### src/hw/twmrs_pkg.sv
/*
 * Shared constants and types of the two-wire master receive sequencer.
 * Assumes a 20 MHz system clock; the bus bit rate is a fixed constant.
 */
package twmrs_pkg;
   // ------------------------------------------------------------
   // Timing
   // ------------------------------------------------------------
   localparam int CLK_MHZ = 20;
   localparam int QUARTER_BIT_NS = 2500;
   localparam int QUARTER_CYC = (QUARTER_BIT_NS * CLK_MHZ + 999) / 1000;
   localparam int TMR_W = 8;

   // ------------------------------------------------------------
   // Status codes, upper five bits of the status byte
   // ------------------------------------------------------------
   localparam logic [4:0] ST_BUS_ERR = 5'h00;
   localparam logic [4:0] ST_START = 5'h01;
   localparam logic [4:0] ST_REP_START = 5'h02;
   localparam logic [4:0] ST_TX_ADDR_ACK = 5'h03;
   localparam logic [4:0] ST_TX_ADDR_NACK = 5'h04;
   localparam logic [4:0] ST_TX_BYTE_ACK = 5'h05;
   localparam logic [4:0] ST_TX_BYTE_NACK = 5'h06;
   localparam logic [4:0] ST_ARB_LOST = 5'h07;
   localparam logic [4:0] ST_RX_ADDR_ACK = 5'h08;
   localparam logic [4:0] ST_RX_ADDR_NACK = 5'h09;
   localparam logic [4:0] ST_RX_BYTE_ACK = 5'h0A;
   localparam logic [4:0] ST_RX_BYTE_NACK = 5'h0B;
   localparam logic [4:0] ST_NO_INFO = 5'h1F;
   localparam logic [2:0] STATUS_PAD = 3'h0;
   localparam logic [7:0] RESET_BYTE = 8'h00;
   localparam logic [7:0] IDLE_RX_BYTE = 8'hFF;
   localparam int DIR_BIT = 0;
   localparam logic [3:0] ACK_SLOT = 4'h8;

   // ------------------------------------------------------------
   // Types
   // ------------------------------------------------------------
   typedef enum logic [4:0] {
      CMD_START = 5'b00001,
      CMD_STOP = 5'b00010,
      CMD_WRITE = 5'b00100,
      CMD_READ = 5'b01000,
      CMD_RELEASE = 5'b10000
   } twmrs_cmd_t;

   typedef enum logic [3:0] {
      S_IDLE = 4'b0001,
      S_WAIT_FREE = 4'b0010,
      S_BUSY = 4'b0100,
      S_HOLD = 4'b1000
   } twmrs_state_t;

   typedef enum logic [3:0] {
      E_IDLE = 4'b0001,
      E_START = 4'b0010,
      E_STOP = 4'b0100,
      E_BIT = 4'b1000
   } twmrs_eng_t;
endpackage

### src/hw/twmrs_link_if.sv
/*
 * Command and result link between sequencer and bit engine.
 * Assumes both ends share one clock.
 */
`timescale 1ns/100ps
interface twmrs_link_if;
   import twmrs_pkg::*;
   twmrs_cmd_t cmd;
   logic cmdValid;
   logic [7:0] txByte;
   logic ackOut;
   logic done;
   logic [7:0] rxByte;
   logic rxAck;
   logic arbLost;
   logic busErr;
   logic busBusy;
   modport engine (input cmd, cmdValid, txByte, ackOut,
      output done, rxByte, rxAck, arbLost, busErr, busBusy);
   modport seq (output cmd, cmdValid, txByte, ackOut,
      input done, rxByte, rxAck, arbLost, busErr, busBusy);
endinterface // twmrs_link_if

### src/hw/twmrs_bit_engine.sv
/*
 * Bit engine: START, STOP, nine-bit byte slots, bus watch.
 * Assumes open-drain lines resolved outside; pins are asynchronous.
 */
`timescale 1ns/100ps
module twmrs_bit_engine (
   input wire logic clk,
   input wire logic reset,
   input wire logic sclIn,
   input wire logic sdaIn,
   output logic sclLow,
   output logic sdaLow,
   twmrs_link_if.engine lnk
);
   import twmrs_pkg::*;

   // ------------------------------------------------------------
   // Pin synchronisers and bus watch
   // ------------------------------------------------------------
   logic [2:0] sclSync_r, sdaSync_r;
   logic sclF_r, sdaF_r, sclPrev_r, sdaPrev_r, busy_r;
   wire startDet = sclF_r && sclPrev_r && sdaPrev_r && !sdaF_r;
   wire stopDet = sclF_r && sclPrev_r && !sdaPrev_r && sdaF_r;

   always_ff @(posedge clk) begin
      if (reset) begin
         sclSync_r <= 3'h7;
         sdaSync_r <= 3'h7;
         sclF_r <= 1'b1;
         sdaF_r <= 1'b1;
         sclPrev_r <= 1'b1;
         sdaPrev_r <= 1'b1;
         busy_r <= 1'b0;
      end else begin
         sclSync_r <= {sclSync_r[1:0], sclIn};
         sdaSync_r <= {sdaSync_r[1:0], sdaIn};
         if (sclSync_r[1] == sclSync_r[2]) sclF_r <= sclSync_r[2];
         if (sdaSync_r[1] == sdaSync_r[2]) sdaF_r <= sdaSync_r[2];
         sclPrev_r <= sclF_r;
         sdaPrev_r <= sdaF_r;
         if (startDet) busy_r <= 1'b1;
         else if (stopDet) busy_r <= 1'b0;
      end
   end
   assign lnk.busBusy = busy_r;

   // ------------------------------------------------------------
   // Sequencing
   // ------------------------------------------------------------
   twmrs_eng_t state_r;
   logic [TMR_W-1:0] timer_r;
   logic [1:0] phase_r;
   logic [3:0] bitCnt_r;
   logic [7:0] shift_r, rx_r;
   logic isRead_r, ack_r, done_r, rxAck_r, arb_r, err_r;
   wire atEnd = (timer_r == TMR_W'(QUARTER_CYC - 1));
   wire tick = atEnd && (phase_r != 2'd1 || sclF_r);
   wire ackSlot = (bitCnt_r == ACK_SLOT);
   wire ackBitOut = isRead_r ? !ack_r : 1'b1;
   wire txBit = ackSlot ? ackBitOut : shift_r[7];
   wire nextTx = (bitCnt_r == ACK_SLOT - 4'd1) ? ackBitOut : shift_r[6];
   wire driven = isRead_r ? ackSlot : !ackSlot;
   wire lost = driven && txBit && !sdaF_r;
   wire illegal = (state_r == E_BIT) && (startDet || stopDet);

   always_ff @(posedge clk) begin
      if (reset) begin
         state_r <= E_IDLE;
         timer_r <= '0;
         phase_r <= 2'd0;
         bitCnt_r <= 4'd0;
         shift_r <= RESET_BYTE;
         rx_r <= RESET_BYTE;
         isRead_r <= 1'b0;
         ack_r <= 1'b0;
         done_r <= 1'b0;
         rxAck_r <= 1'b0;
         arb_r <= 1'b0;
         err_r <= 1'b0;
         sclLow <= 1'b0;
         sdaLow <= 1'b0;
      end else begin
         done_r <= 1'b0;
         timer_r <= tick ? '0 : (atEnd ? timer_r : timer_r + TMR_W'(1));
         if (state_r == E_IDLE) begin
            timer_r <= '0;
            phase_r <= 2'd0;
            bitCnt_r <= 4'd0;
            if (lnk.cmdValid) begin
               arb_r <= 1'b0;
               err_r <= 1'b0;
               isRead_r <= (lnk.cmd == CMD_READ);
               ack_r <= lnk.ackOut;
               shift_r <= (lnk.cmd == CMD_READ) ? IDLE_RX_BYTE : lnk.txByte;
               case (lnk.cmd)
                  CMD_START: begin
                     state_r <= E_START;
                     sdaLow <= 1'b0;
                  end
                  CMD_STOP: begin
                     state_r <= E_STOP;
                     sdaLow <= 1'b1;
                  end
                  CMD_WRITE: begin
                     state_r <= E_BIT;
                     sdaLow <= !lnk.txByte[7];
                  end
                  CMD_READ: begin
                     state_r <= E_BIT;
                     sdaLow <= 1'b0;
                  end
                  default: begin
                     sclLow <= 1'b0;
                     sdaLow <= 1'b0;
                     done_r <= 1'b1;
                  end
               endcase
            end
         end else if (illegal) begin
            sclLow <= 1'b0;
            sdaLow <= 1'b0;
            err_r <= 1'b1;
            done_r <= 1'b1;
            state_r <= E_IDLE;
         end else if (tick) begin
            phase_r <= phase_r + 2'd1;
            case (state_r)
               E_START: begin
                  if (phase_r == 2'd0) sclLow <= 1'b0;
                  if (phase_r == 2'd1) sdaLow <= 1'b1;
                  if (phase_r == 2'd2) sclLow <= 1'b1;
                  if (phase_r == 2'd3) begin
                     done_r <= 1'b1;
                     state_r <= E_IDLE;
                  end
               end
               E_STOP: begin
                  if (phase_r == 2'd0) sclLow <= 1'b0;
                  if (phase_r == 2'd1) sdaLow <= 1'b0;
                  if (phase_r == 2'd3) begin
                     done_r <= 1'b1;
                     state_r <= E_IDLE;
                  end
               end
               default: begin
                  if (phase_r == 2'd0) sclLow <= 1'b0;
                  if (phase_r == 2'd1) begin
                     if (ackSlot) rxAck_r <= !sdaF_r;
                     else rx_r <= {rx_r[6:0], sdaF_r};
                     if (lost) begin
                        sclLow <= 1'b0;
                        sdaLow <= 1'b0;
                        arb_r <= 1'b1;
                        done_r <= 1'b1;
                        state_r <= E_IDLE;
                     end
                  end
                  if (phase_r == 2'd2) sclLow <= 1'b1;
                  if (phase_r == 2'd3) begin
                     if (ackSlot) begin
                        done_r <= 1'b1;
                        state_r <= E_IDLE;
                     end else begin
                        bitCnt_r <= bitCnt_r + 4'd1;
                        shift_r <= {shift_r[6:0], 1'b1};
                        sdaLow <= !nextTx;
                     end
                  end
               end
            endcase
         end
      end
   end

   assign lnk.done = done_r;
   assign lnk.rxByte = rx_r;
   assign lnk.rxAck = rxAck_r;
   assign lnk.arbLost = arb_r;
   assign lnk.busErr = err_r;
endmodule // twmrs_bit_engine

### src/hw/twmrs_sequencer.sv
/*
 * Master receive sequencer: control bits, status byte, data byte.
 * Assumes software handshakes on the step flag; pins are open drain.
 */
`timescale 1ns/100ps
// How it works
// - After START report $08; loaded read address then goes out, ack sampled.
// - After repeated START report $10; write address byte switches to transmit.
// - Lost arbitration reports $38 with bus already released; clear without start goes idle.
// - In $38, clear with start set waits for free bus, then START.
// - Acked read address reports $40; clear then receives a data byte.
// - Acknowledge enable at flag clearing picks ACK or NOT ACK after byte.
// - Unacked read address reports $48; only restart, stop, stop-start accepted.
// - Clear with stop only sends STOP and hardware clears stop request.
// - Clear with start and stop sends STOP, then START, clears stop.
// - Byte received with ACK reports $50, byte held in data register.
// - Byte received with NOT ACK reports $58; software chooses the end.
// - Writing one to flag with enable starts a step; flag sets when done, but not after STOP or release.
// - Status reads $F8 while the step flag is clear.
// - Misplaced START or STOP gives $00; stop plus clear releases silently.
module twmrs_sequencer (
   input wire logic clk,
   input wire logic reset,
   input wire logic ctrlWrite,
   input wire logic ctrlStepDone,
   input wire logic ctrlStart,
   input wire logic ctrlStop,
   input wire logic ctrlAckEn,
   input wire logic ctrlEnable,
   input wire logic dataWrite,
   input wire logic [7:0] dataIn,
   output logic stepDoneFlag,
   output logic startRequest,
   output logic stopRequest,
   output logic ackEnable,
   output logic interfaceEnable,
   output logic [7:0] busStatusReg,
   output logic [7:0] shiftDataReg,
   input wire logic sclIn,
   output logic sclOut,
   output logic sclOe,
   input wire logic sdaIn,
   output logic sdaOut,
   output logic sdaOe
);
   import twmrs_pkg::*;

   function automatic logic [7:0] statusByte(input logic [4:0] code);
      statusByte = {code, STATUS_PAD};
   endfunction

   // ------------------------------------------------------------
   // Engine
   // ------------------------------------------------------------
   twmrs_link_if lnk ();
   twmrs_bit_engine engine (
      .clk(clk),
      .reset(reset),
      .sclIn(sclIn),
      .sdaIn(sdaIn),
      .sclLow(sclOe),
      .sdaLow(sdaOe),
      .lnk(lnk)
   );
   assign sclOut = 1'b0;
   assign sdaOut = 1'b0;

   // ------------------------------------------------------------
   // State
   // ------------------------------------------------------------
   twmrs_state_t state_r, state_nxt;
   twmrs_cmd_t cmd_r, cmd_nxt;
   logic cmdValid_r, cmdValid_nxt;
   logic flag_r, flag_nxt, staReq_r, stoReq_r, stoReq_nxt, ack_r, en_r;
   logic [4:0] code_r, code_nxt;
   logic [7:0] data_r, data_nxt, status_r;
   logic ownBus_r, ownBus_nxt, readMode_r, readMode_nxt;
   logic addrStep_r, addrStep_nxt, pendStart_r, pendStart_nxt;
   logic ackSent_r, ackSent_nxt;

   // ------------------------------------------------------------
   // Decode
   // ------------------------------------------------------------
   wire clearing = ctrlWrite && ctrlStepDone && ctrlEnable;
   wire inHold = (state_r == S_HOLD);
   wire isErr = (code_r == ST_BUS_ERR);
   wire isArb = (code_r == ST_ARB_LOST);
   wire isAddr = (code_r == ST_START) || (code_r == ST_REP_START);
   wire isRx = (code_r == ST_RX_ADDR_ACK) || (code_r == ST_RX_BYTE_ACK);
   wire isTx = (code_r >= ST_TX_ADDR_ACK) && (code_r <= ST_TX_BYTE_NACK);
   wire anyReply = isArb || isAddr || isRx || isTx ||
      ctrlStart || ctrlStop;
   wire accept = clearing &&
      ((state_r == S_IDLE && ctrlStart) ||
       (inHold && (isErr ? ctrlStop : anyReply)));

   always_comb begin
      state_nxt = state_r;
      cmd_nxt = cmd_r;
      cmdValid_nxt = 1'b0;
      code_nxt = code_r;
      data_nxt = data_r;
      ownBus_nxt = ownBus_r;
      readMode_nxt = readMode_r;
      addrStep_nxt = addrStep_r;
      pendStart_nxt = pendStart_r;
      ackSent_nxt = ackSent_r;
      stoReq_nxt = ctrlWrite ? ctrlStop : stoReq_r;
      flag_nxt = flag_r && !accept;
      if (dataWrite) data_nxt = dataIn;
      case (state_r)
         S_IDLE: begin
            if (accept) state_nxt = S_WAIT_FREE;
         end
         S_WAIT_FREE: begin
            if (!lnk.busBusy || ownBus_r) begin
               cmd_nxt = CMD_START;
               cmdValid_nxt = 1'b1;
               state_nxt = S_BUSY;
            end
         end
         S_HOLD: begin
            if (accept) begin
               cmdValid_nxt = 1'b1;
               state_nxt = S_BUSY;
               addrStep_nxt = 1'b0;
               if (isErr) begin
                  cmd_nxt = CMD_RELEASE;
                  stoReq_nxt = 1'b0;
                  ownBus_nxt = 1'b0;
               end else if (isArb) begin
                  cmdValid_nxt = 1'b0;
                  state_nxt = ctrlStart ? S_WAIT_FREE : S_IDLE;
               end else if (isAddr && !ctrlStop) begin
                  cmd_nxt = CMD_WRITE;
                  addrStep_nxt = 1'b1;
                  readMode_nxt = data_r[DIR_BIT];
               end else if (ctrlStop) begin
                  cmd_nxt = CMD_STOP;
                  pendStart_nxt = ctrlStart;
               end else if (ctrlStart) begin
                  cmd_nxt = CMD_START;
               end else if (isRx) begin
                  cmd_nxt = CMD_READ;
                  ackSent_nxt = ctrlAckEn;
               end else begin
                  cmd_nxt = CMD_WRITE;
               end
            end
         end
         default: begin
            if (lnk.done) begin
               flag_nxt = 1'b1;
               state_nxt = S_HOLD;
               if (lnk.busErr) begin
                  code_nxt = ST_BUS_ERR;
                  ownBus_nxt = 1'b0;
               end else if (lnk.arbLost) begin
                  code_nxt = ST_ARB_LOST;
                  ownBus_nxt = 1'b0;
               end else if (cmd_r == CMD_START) begin
                  code_nxt = ownBus_r ? ST_REP_START : ST_START;
                  ownBus_nxt = 1'b1;
               end else if (cmd_r == CMD_WRITE && addrStep_r &&
                            readMode_r) begin
                  code_nxt = lnk.rxAck ? ST_RX_ADDR_ACK
                                       : ST_RX_ADDR_NACK;
               end else if (cmd_r == CMD_WRITE && addrStep_r) begin
                  code_nxt = lnk.rxAck ? ST_TX_ADDR_ACK : ST_TX_ADDR_NACK;
               end else if (cmd_r == CMD_WRITE) begin
                  code_nxt = lnk.rxAck ? ST_TX_BYTE_ACK : ST_TX_BYTE_NACK;
               end else if (cmd_r == CMD_READ) begin
                  data_nxt = lnk.rxByte;
                  code_nxt = ackSent_r ? ST_RX_BYTE_ACK
                                       : ST_RX_BYTE_NACK;
               end else begin
                  flag_nxt = flag_r;
                  ownBus_nxt = 1'b0;
                  if (cmd_r == CMD_STOP && !ctrlWrite) stoReq_nxt = 1'b0;
                  state_nxt = pendStart_r ? S_WAIT_FREE : S_IDLE;
                  pendStart_nxt = 1'b0;
               end
            end
         end
      endcase
   end

   // ------------------------------------------------------------
   // Registers
   // ------------------------------------------------------------
   always_ff @(posedge clk) begin
      if (reset) begin
         state_r <= S_IDLE;
         cmd_r <= CMD_RELEASE;
         cmdValid_r <= 1'b0;
         flag_r <= 1'b0;
         staReq_r <= 1'b0;
         stoReq_r <= 1'b0;
         ack_r <= 1'b0;
         en_r <= 1'b0;
         code_r <= ST_NO_INFO;
         data_r <= RESET_BYTE;
         status_r <= statusByte(ST_NO_INFO);
         ownBus_r <= 1'b0;
         readMode_r <= 1'b0;
         addrStep_r <= 1'b0;
         pendStart_r <= 1'b0;
         ackSent_r <= 1'b0;
      end else begin
         state_r <= state_nxt;
         cmd_r <= cmd_nxt;
         cmdValid_r <= cmdValid_nxt;
         flag_r <= flag_nxt;
         stoReq_r <= stoReq_nxt;
         if (ctrlWrite) begin
            staReq_r <= ctrlStart;
            ack_r <= ctrlAckEn;
            en_r <= ctrlEnable;
         end
         code_r <= code_nxt;
         data_r <= data_nxt;
         status_r <= statusByte(flag_nxt ? code_nxt
                                         : ST_NO_INFO);
         ownBus_r <= ownBus_nxt;
         readMode_r <= readMode_nxt;
         addrStep_r <= addrStep_nxt;
         pendStart_r <= pendStart_nxt;
         ackSent_r <= ackSent_nxt;
      end
   end

   assign lnk.cmd = cmd_r;
   assign lnk.cmdValid = cmdValid_r;
   assign lnk.txByte = data_r;
   assign lnk.ackOut = ackSent_r;
   assign stepDoneFlag = flag_r;
   assign startRequest = staReq_r;
   assign stopRequest = stoReq_r;
   assign ackEnable = ack_r;
   assign interfaceEnable = en_r;
   assign busStatusReg = status_r;
   assign shiftDataReg = data_r;
endmodule // twmrs_sequencer

### config.mk
export PLATFORM = sky130hd
export DESIGN_NAME = twmrs_sequencer
export DESIGN_NICKNAME = d
export VERILOG_FILES = /design/src/hw/twmrs_pkg.sv /design/src/hw/twmrs_link_if.sv /design/src/hw/twmrs_bit_engine.sv /design/src/hw/twmrs_sequencer.sv
export SDC_FILE = /design/constraint.sdc
export NUM_CORES = 1
export LEC_CHECK = 0
export BUFFER_PORTS_ARGS = -buffer_cell sky130_fd_sc_hd__buf_2
export CAP_MARGIN = 20
export CELL_PAD_IN_SITES_DETAIL_PLACEMENT = 1
export CELL_PAD_IN_SITES_GLOBAL_PLACEMENT = 2
export CORE_AREA = 2 2 130 132
export CTS_BUF_LIST = sky130_fd_sc_hd__clkbuf_16
export DETAILED_ROUTE_END_ITERATION = 8
export DIE_AREA = 0 0 132 134
export HOLD_SLACK_MARGIN = 0.08
export MAX_ROUTING_LAYER = met4
export PLACE_DENSITY = 0.78
export SLEW_MARGIN = 20
export SYNTH_ARGS = -nofsm -noshare
export SYNTH_HDL_FRONTEND = slang
export SYNTH_SLANG_ARGS = --single-unit
export TNS_END_PERCENT = 5
### constraint.sdc
create_clock -name clk -period 2.2 [get_ports clk]
set_clock_uncertainty 0.2 [all_clocks]
set_input_delay 0.11 -clock clk [delete_from_list [all_inputs] [get_ports clk]]
set_output_delay 0.11 -clock clk [all_outputs]
set_load 0.1 [all_outputs]
# Word level (Yosys, flattened, before mapping)
# Index checks and enable logic that the tools add are counted.
[totals] reg_bits=94 input_bits=19 out_inout_bits=25 word_cells=356
[classes] muxes=169 n_bitwise=11 reduce_logical=79 n_eq_ne=54 addsub=3 n_lt_le_gt_ge=2
[op_table] op="$mux W8" count=18
[op_table] op="$mux W4" count=25
[op_table] op="$mux W1" count=96
[op_table] op="$mux W5" count=13
[op_table] op="$ne A2 B2 Y1 const B" count=17
[op_table] op="$pmux W4 S3" count=2
[op_table] op="$reduce_and A6 Y1" count=4
[op_table] op="$logic_and A1 B1 Y1" count=20
[op_table] op="$ne A5 B3 Y1 const B" count=4
[op_table] op="$reduce_and A4 Y1" count=4
[op_table] op="$reduce_and A8 Y1" count=2
[op_table] op="$reduce_bool A2 Y1" count=8
[op_table] op="$eq A5 B4 Y1 const B" count=3
[op_table] op="$pmux W1 S2" count=7
[op_table] op="$reduce_and A14 Y1" count=1
[op_table] op="$eq A4 B4 Y1 const B" count=3
[op_table] op="$ne A4 B1 Y1 const B" count=3
[op_table] op="$logic_or A1 B1 Y1" count=11
[op_table] op="$not A1 Y1" count=11
[op_table] op="$eq A5 B1 Y1 const B" count=2
[op_table] op="$eq A5 B2 Y1 const B" count=2
[op_table] op="$eq A5 B3 Y1 const B" count=2
[op_table] op="$logic_not A1 Y1" count=10
[op_table] op="$pmux W5 S2" count=1
[op_table] op="27 further kinds" count=49

# Longest topological paths before layout
[depth] depth_word=17 ltp_mapped=8

# By module
# Synthesis repeated with hierarchy kept, for this count alone.
[hier_totals] hier_cells=573 hier_area_um2=4847.1
[by_module_without_submodules] module="twmrs_bit_engine" cells_per_inst=311 area_each_um2=2617.5 instances=1 seq_area_each_um2=1061.0
[by_module_without_submodules] module="twmrs_sequencer" cells_per_inst=262 area_each_um2=2229.6 instances=1 seq_area_each_um2=760.7

# Worst setup path before layout
# OpenSTA, ideal clock, no wires.
[synth_path] path_kind="register to register" start="register engine.phase_r[1]" end="register engine.shift_r[2]" setup_ps=128 arrival_time_ps=2023 path_slack_ps=-151 stages_incl_launch_ff=8 path_buffers=0 path_cell_list="dfxtp_1 inv_1 ha_1 nor2b_1 or3b_4 o41ai_4 mux2i_1 nor2_1"
[synth_between] elab_chain_len=5 word_cells_on_any_way=7 classes_between="eq/ne (2); reduce/logical (5)"
[synth_lines] item="start: declaration" line="twmrs_bit_engine.sv:52" rtl="logic [1:0] phase_r;"
[synth_lines] item="start signal: assignment" line="twmrs_bit_engine.sv:126" rtl="phase_r <= phase_r + 2'd1;"
[synth_lines] item="$ne A2 B1 Y1" line="twmrs_bit_engine.sv:57" rtl="wire tick = atEnd && (phase_r != 2'd1 || sclF_r);"
[synth_lines] item="$logic_or A1 B1 Y1" line="twmrs_bit_engine.sv:57"
[synth_lines] item="$logic_and A1 B1 Y1" line="twmrs_bit_engine.sv:57"
[synth_lines] item="$reduce_bool A2 Y1 (no source line)"
[synth_lines] item="$reduce_and A6 Y1 (no source line) *"
[synth_lines] item="end signal: assignment" line="twmrs_bit_engine.sv:94" rtl="shift_r <= (lnk.cmd == CMD_READ) ? IDLE_RX_BYTE : lnk.txByte;"
[synth_lines] item="end signal: assignment" line="twmrs_bit_engine.sv:165" rtl="shift_r <= {shift_r[6:0], 1'b1};"
[synth_lines] item="end: declaration" line="twmrs_bit_engine.sv:54" rtl="logic [7:0] shift_r, rx_r;"
# Mark *: on every way between the ends. The rest lies on a longest branch, timed or not.
# A chain may end at the register's enable or synchronous reset.

# Worst setup path after layout
[layout_path] start="register engine.phase_r[1]" end="register engine.state_r[2]"
[layout_between] elab_chain_len=8 word_cells_on_any_way=15 classes_between="eq/ne (4); mux (7); reduce/logical (4)"
[layout_lines] item="$eq A2 B1 Y1" line="twmrs_bit_engine.sv:147" rtl="if (phase_r == 2'd1) begin"
[layout_lines] item="$mux W4" line="twmrs_bit_engine.sv:147"
[layout_lines] item="$mux W4" line="twmrs_bit_engine.sv:160" rtl="if (ackSlot) begin"
[layout_lines] item="$mux W4" line="twmrs_bit_engine.sv:159" rtl="if (phase_r == 2'd3) begin"
[layout_lines] item="$mux W4"
[layout_lines] item="$mux W4" line="twmrs_bit_engine.sv:125" rtl="end else if (tick) begin"
[layout_lines] item="$mux W4" line="twmrs_bit_engine.sv:119" rtl="end else if (illegal) begin"
[layout_lines] item="$mux W4" line="twmrs_bit_engine.sv:85" rtl="if (state_r == E_IDLE) begin"
[layout_lines] item="end signal: assignment" line="twmrs_bit_engine.sv:97" rtl="state_r <= E_START;"
[layout_lines] item="end signal: assignment" line="twmrs_bit_engine.sv:124" rtl="state_r <= E_IDLE;"
[layout_lines] item="end signal: assignment" line="twmrs_bit_engine.sv:134" rtl="state_r <= E_IDLE;"
[layout_lines] item="end: declaration" line="twmrs_bit_engine.sv:50" rtl="twmrs_eng_t state_r;"
# Parallel ways exist; a longest one is shown, timed or not. The select of a mux whose other input is x is not followed.

==> reports/metrics.yaml <==
synthesis:
  synth_edf_count: 0
  ys_seq_area_frac: 0.377
  async_flop_share: 0
  yosys_warnings: 0
  ys_top_cells_by_area: "dfxtp_1 38%, mux2i_1 7.7%, nor2_1 5.0%, nand2b_1 2.6%, a211oi_1 2.3%"
  synth.top_cell.area_share: 0.377
  yosys-top-cells-count: "91 x dfxtp_1, 64 x nor2_1, 37 x mux2i_1, 30 x nand2_1, 25 x clkbuf_1"
  syn_inst: 557
  synth_area_um2: 4830
  yosysUniqueCellTypes: 71
  yosysMostFrequentCell: "dfxtp_1"
  synth-seq-cells: 91
  synth-main-ff-cell: "dfxtp_1"
  avgSynthCellArea_um2: 8.68
  yosys.area.top_type: "dfxtp_1"
worst_setup_path:
  cp-end-kind: "flip-flop"
  r2r-start: "engine.phase_r[1]$_SDFFE_PP0P_"
  critPathLaunchType: "flip-flop"
  critPathKind: "flip-flop to flip-flop"
  path_buf_inv: 2
  cp_max_fo: 4
  cpPeakStageDelay_ns: 0.47
  worst_r2r_path_depth: 8
  r2r-end: "engine.state_r[2]$_SDFFE_PP0P_"
  crit_chain: "inv_2, ha_4, buf_4, nand4bb_1, or3b_2, a21boi_2, o21ai_0, o311ai_0"
  startpoint: "engine.phase_r[1]$_SDFFE_PP0P_"
  critPathTopFamily: "compound AO/OA/AOI/OAI gates"
  critPathSlowestCell: "or3b_2"
  required_ns: 2.25
  critPathArrivalTime_ns: 2.28
  reg2reg_setup_slack_ns: -0.03
clocking:
  numCtsBuffers: 9
  cts.htree.levels: 3
  cts_sinks: 91
  clock_path_buffers: 2
  clkTransAtPathRegs_ns: 0.07
  cts_tree: "built"
  clk_latency_ns: 0.36
  cts-root-buf: "clkbuf_16"
global_route:
  globalRouteTotalUtil: 0.178
  grt_max_degree: 46
  antenna_found_initial: 0
  grtUsageMet1: 0.232
  grtUsageMet3: 0.0219
  grt_pass1_wl_um: 24800
  gr-total-overflow: 0
  gr-max-usage-layer: "met2"
  met2_usage: 0.283
  grt_pass1_vias: 4779
sta:
  drv_slew: 0
  max_freq_mhz: 448
  finalSetupViolCount: 8
  finalSetupTns_ns: -0.112
  min_period_ns: 2.23
  timing.hold.ws_ns: 0.0864
  worst_pin_slew_ns: 0.696
  rsz0062_at_grt: "yes"
  hold_violations: 0
  final.setup.worst_slack_ns: -0.0327
  slew_headroom: 0.529
  fin_crit_sh: 1.01
drt:
  firstDrtPassIters: 4
  vias: 4587
  drtIter0Drc: 195
  detail-route-antenna-nets: 0
  post_drt_wl_per_cell_um: 16.4
  via_per_inst: 5.12
  drt-total-wl_um: 14700
  drt_drc_violations_left: 0
finish:
  finalInstanceArea_um2: 6470
  drive_above_1_share: 0.278
  diodes: 0
  nets: 698
  area_delta_synth_final_pct: 33.8
placed_design:
  port_buffers: 38
  place_area_um2: 5740
  gp_congestion: 0.899
  dp_hpwl_um: 10700
hold_path:
  hold_path_depth: 3
  holdCritPathClass: "primary input to flip-flop"
  hold_end: "shiftDataReg[4]$_SDFF_PP0_"
  worstHoldStart: "dataWrite"
floorplan:
  top_level_ports: 44
  die-height_um: 134
  die_w_um: 132
  coreArea_um2: 16300
  die-area_um2: 17700
  initial_core_util: 0.297
  rows: 47
pwr:
  vdd_drop_max_v: 0.000349
  power.leakage_uw: 0.00248
  power.density_nw_per_um2: 564
run:
  drv_cap: 0
outcome:
  violations: "setup timing"
  status: "finished, violations left"
per-layer routing:
layer | vias up | wire length (µm)
met1 | 2245 | 7260
met3 | 14 | 425
met4 | 0 | 214
li1 | 2238 | -
met5 | - | 0
met2 | 90 | 6830
registers in the layout, summed over array words and instances (netlist names), 2 cells and up:
name	cells
code_r	5
engine.sdaSync_r	3
busStatusReg	5
engine.state_r	4
engine.lnk.rxByte	8
engine.sclSync_r	3
engine.shift_r	8
state_r	4
engine.bitCnt_r	4
engine.timer_r	8
cmd_r	5
shiftDataReg	8
engine.phase_r	2
kinds of logic after synthesis:
group,synth area share
simple gates,0.258
buf+inv,0.0497
xor+xnor,0.0290
flops,0.377
compound gates,0.182
mux,0.0836
other cells,0.000776
fa+ha+maj,0.0207
stage by stage:
step / utilization / worst slack [ns] / power (µW) / instances
floorplan: - / -0.0974 / 1940 / 561
global placement: 0.353 / -0.0429 / 2000 / 852
detailed placement: 0.353 / -0.0894 / 2000 / 852
CTS: 0.390 / -0.0288 / 3700 / 892
global route: 0.397 / -0.123 / 3790 / 896
finish: 0.397 / -0.0327 / 3650 / 896
worst max-delay path by stage:
stage | endpoint | depth (start not counted) | slack, ns
after global routing | engine.lnk.rxByte[6]$_SDFFE_PP0P_ | 8 | -0.12
after detailed placement | engine.state_r[2]$_SDFFE_PP0P_ | 7 | -0.09
after CTS | engine.lnk.rxByte[4]$_SDFFE_PP0P_ | 8 | -0.03
after floorplan | engine.shift_r[2]$_SDFFE_PP0P_ | 7 | -0.1
after global placement | engine.lnk.rxByte[7]$_SDFFE_PP0P_ | 8 | -0.04
final | engine.state_r[2]$_SDFFE_PP0P_ | 8 | -0.03
power by group:
group / internal [µW] / leakage (µW) / switching (µW)
Combinational: 108 / 0.00159 / 216
Clock: 902 / 0.000151 / 739
Sequential: 1670 / 0.000738 / 16.6
area by class of cell:
type | count | area, µm²
clock buffer | 9 | 225
sequential | 91 | 1830
fill | 1902 | 9820
inverter | 14 | 52.6
clock inverter | 7 | 80.1
tap | 220 | 275
multi-input combinational | 414 | 2950
timing repair buffer | 141 | 1060
timing repair:
item                                   CTS  global route
gates cloned                             0             0
setup endpoints to repair               30            54
gates resized for setup                 15            22
buffers inserted                         0             4
hold buffers                            24             0
endpoints found under the hold margin   18             0
pin swaps                                4             2
cell usage in the layout, fill, tap and decap left out, drive strengths merged, types with 12 or more instances in the layout:
master,n
buf,117
dfxtp,91
nor2,64
mux2i,37
nand2,30
dlygate4sd3,24
o21ai,21
nand2b,20
inv,19
a21oi,17
nand3,15
a211oi,15
nor3,14
nand3b,12
worst register-to-register path, stage by stage, from the launching register on:
cell	delay, ns
dfxtp_2	0.34
inv_2	0.05
ha_4	0.17
buf_4	0.13
nand4bb_1	0.14
or3b_2	0.47
a21boi_2	0.20
o21ai_0	0.14
o311ai_0	0.30
Note: power is estimated with default switching activity, not from simulation.
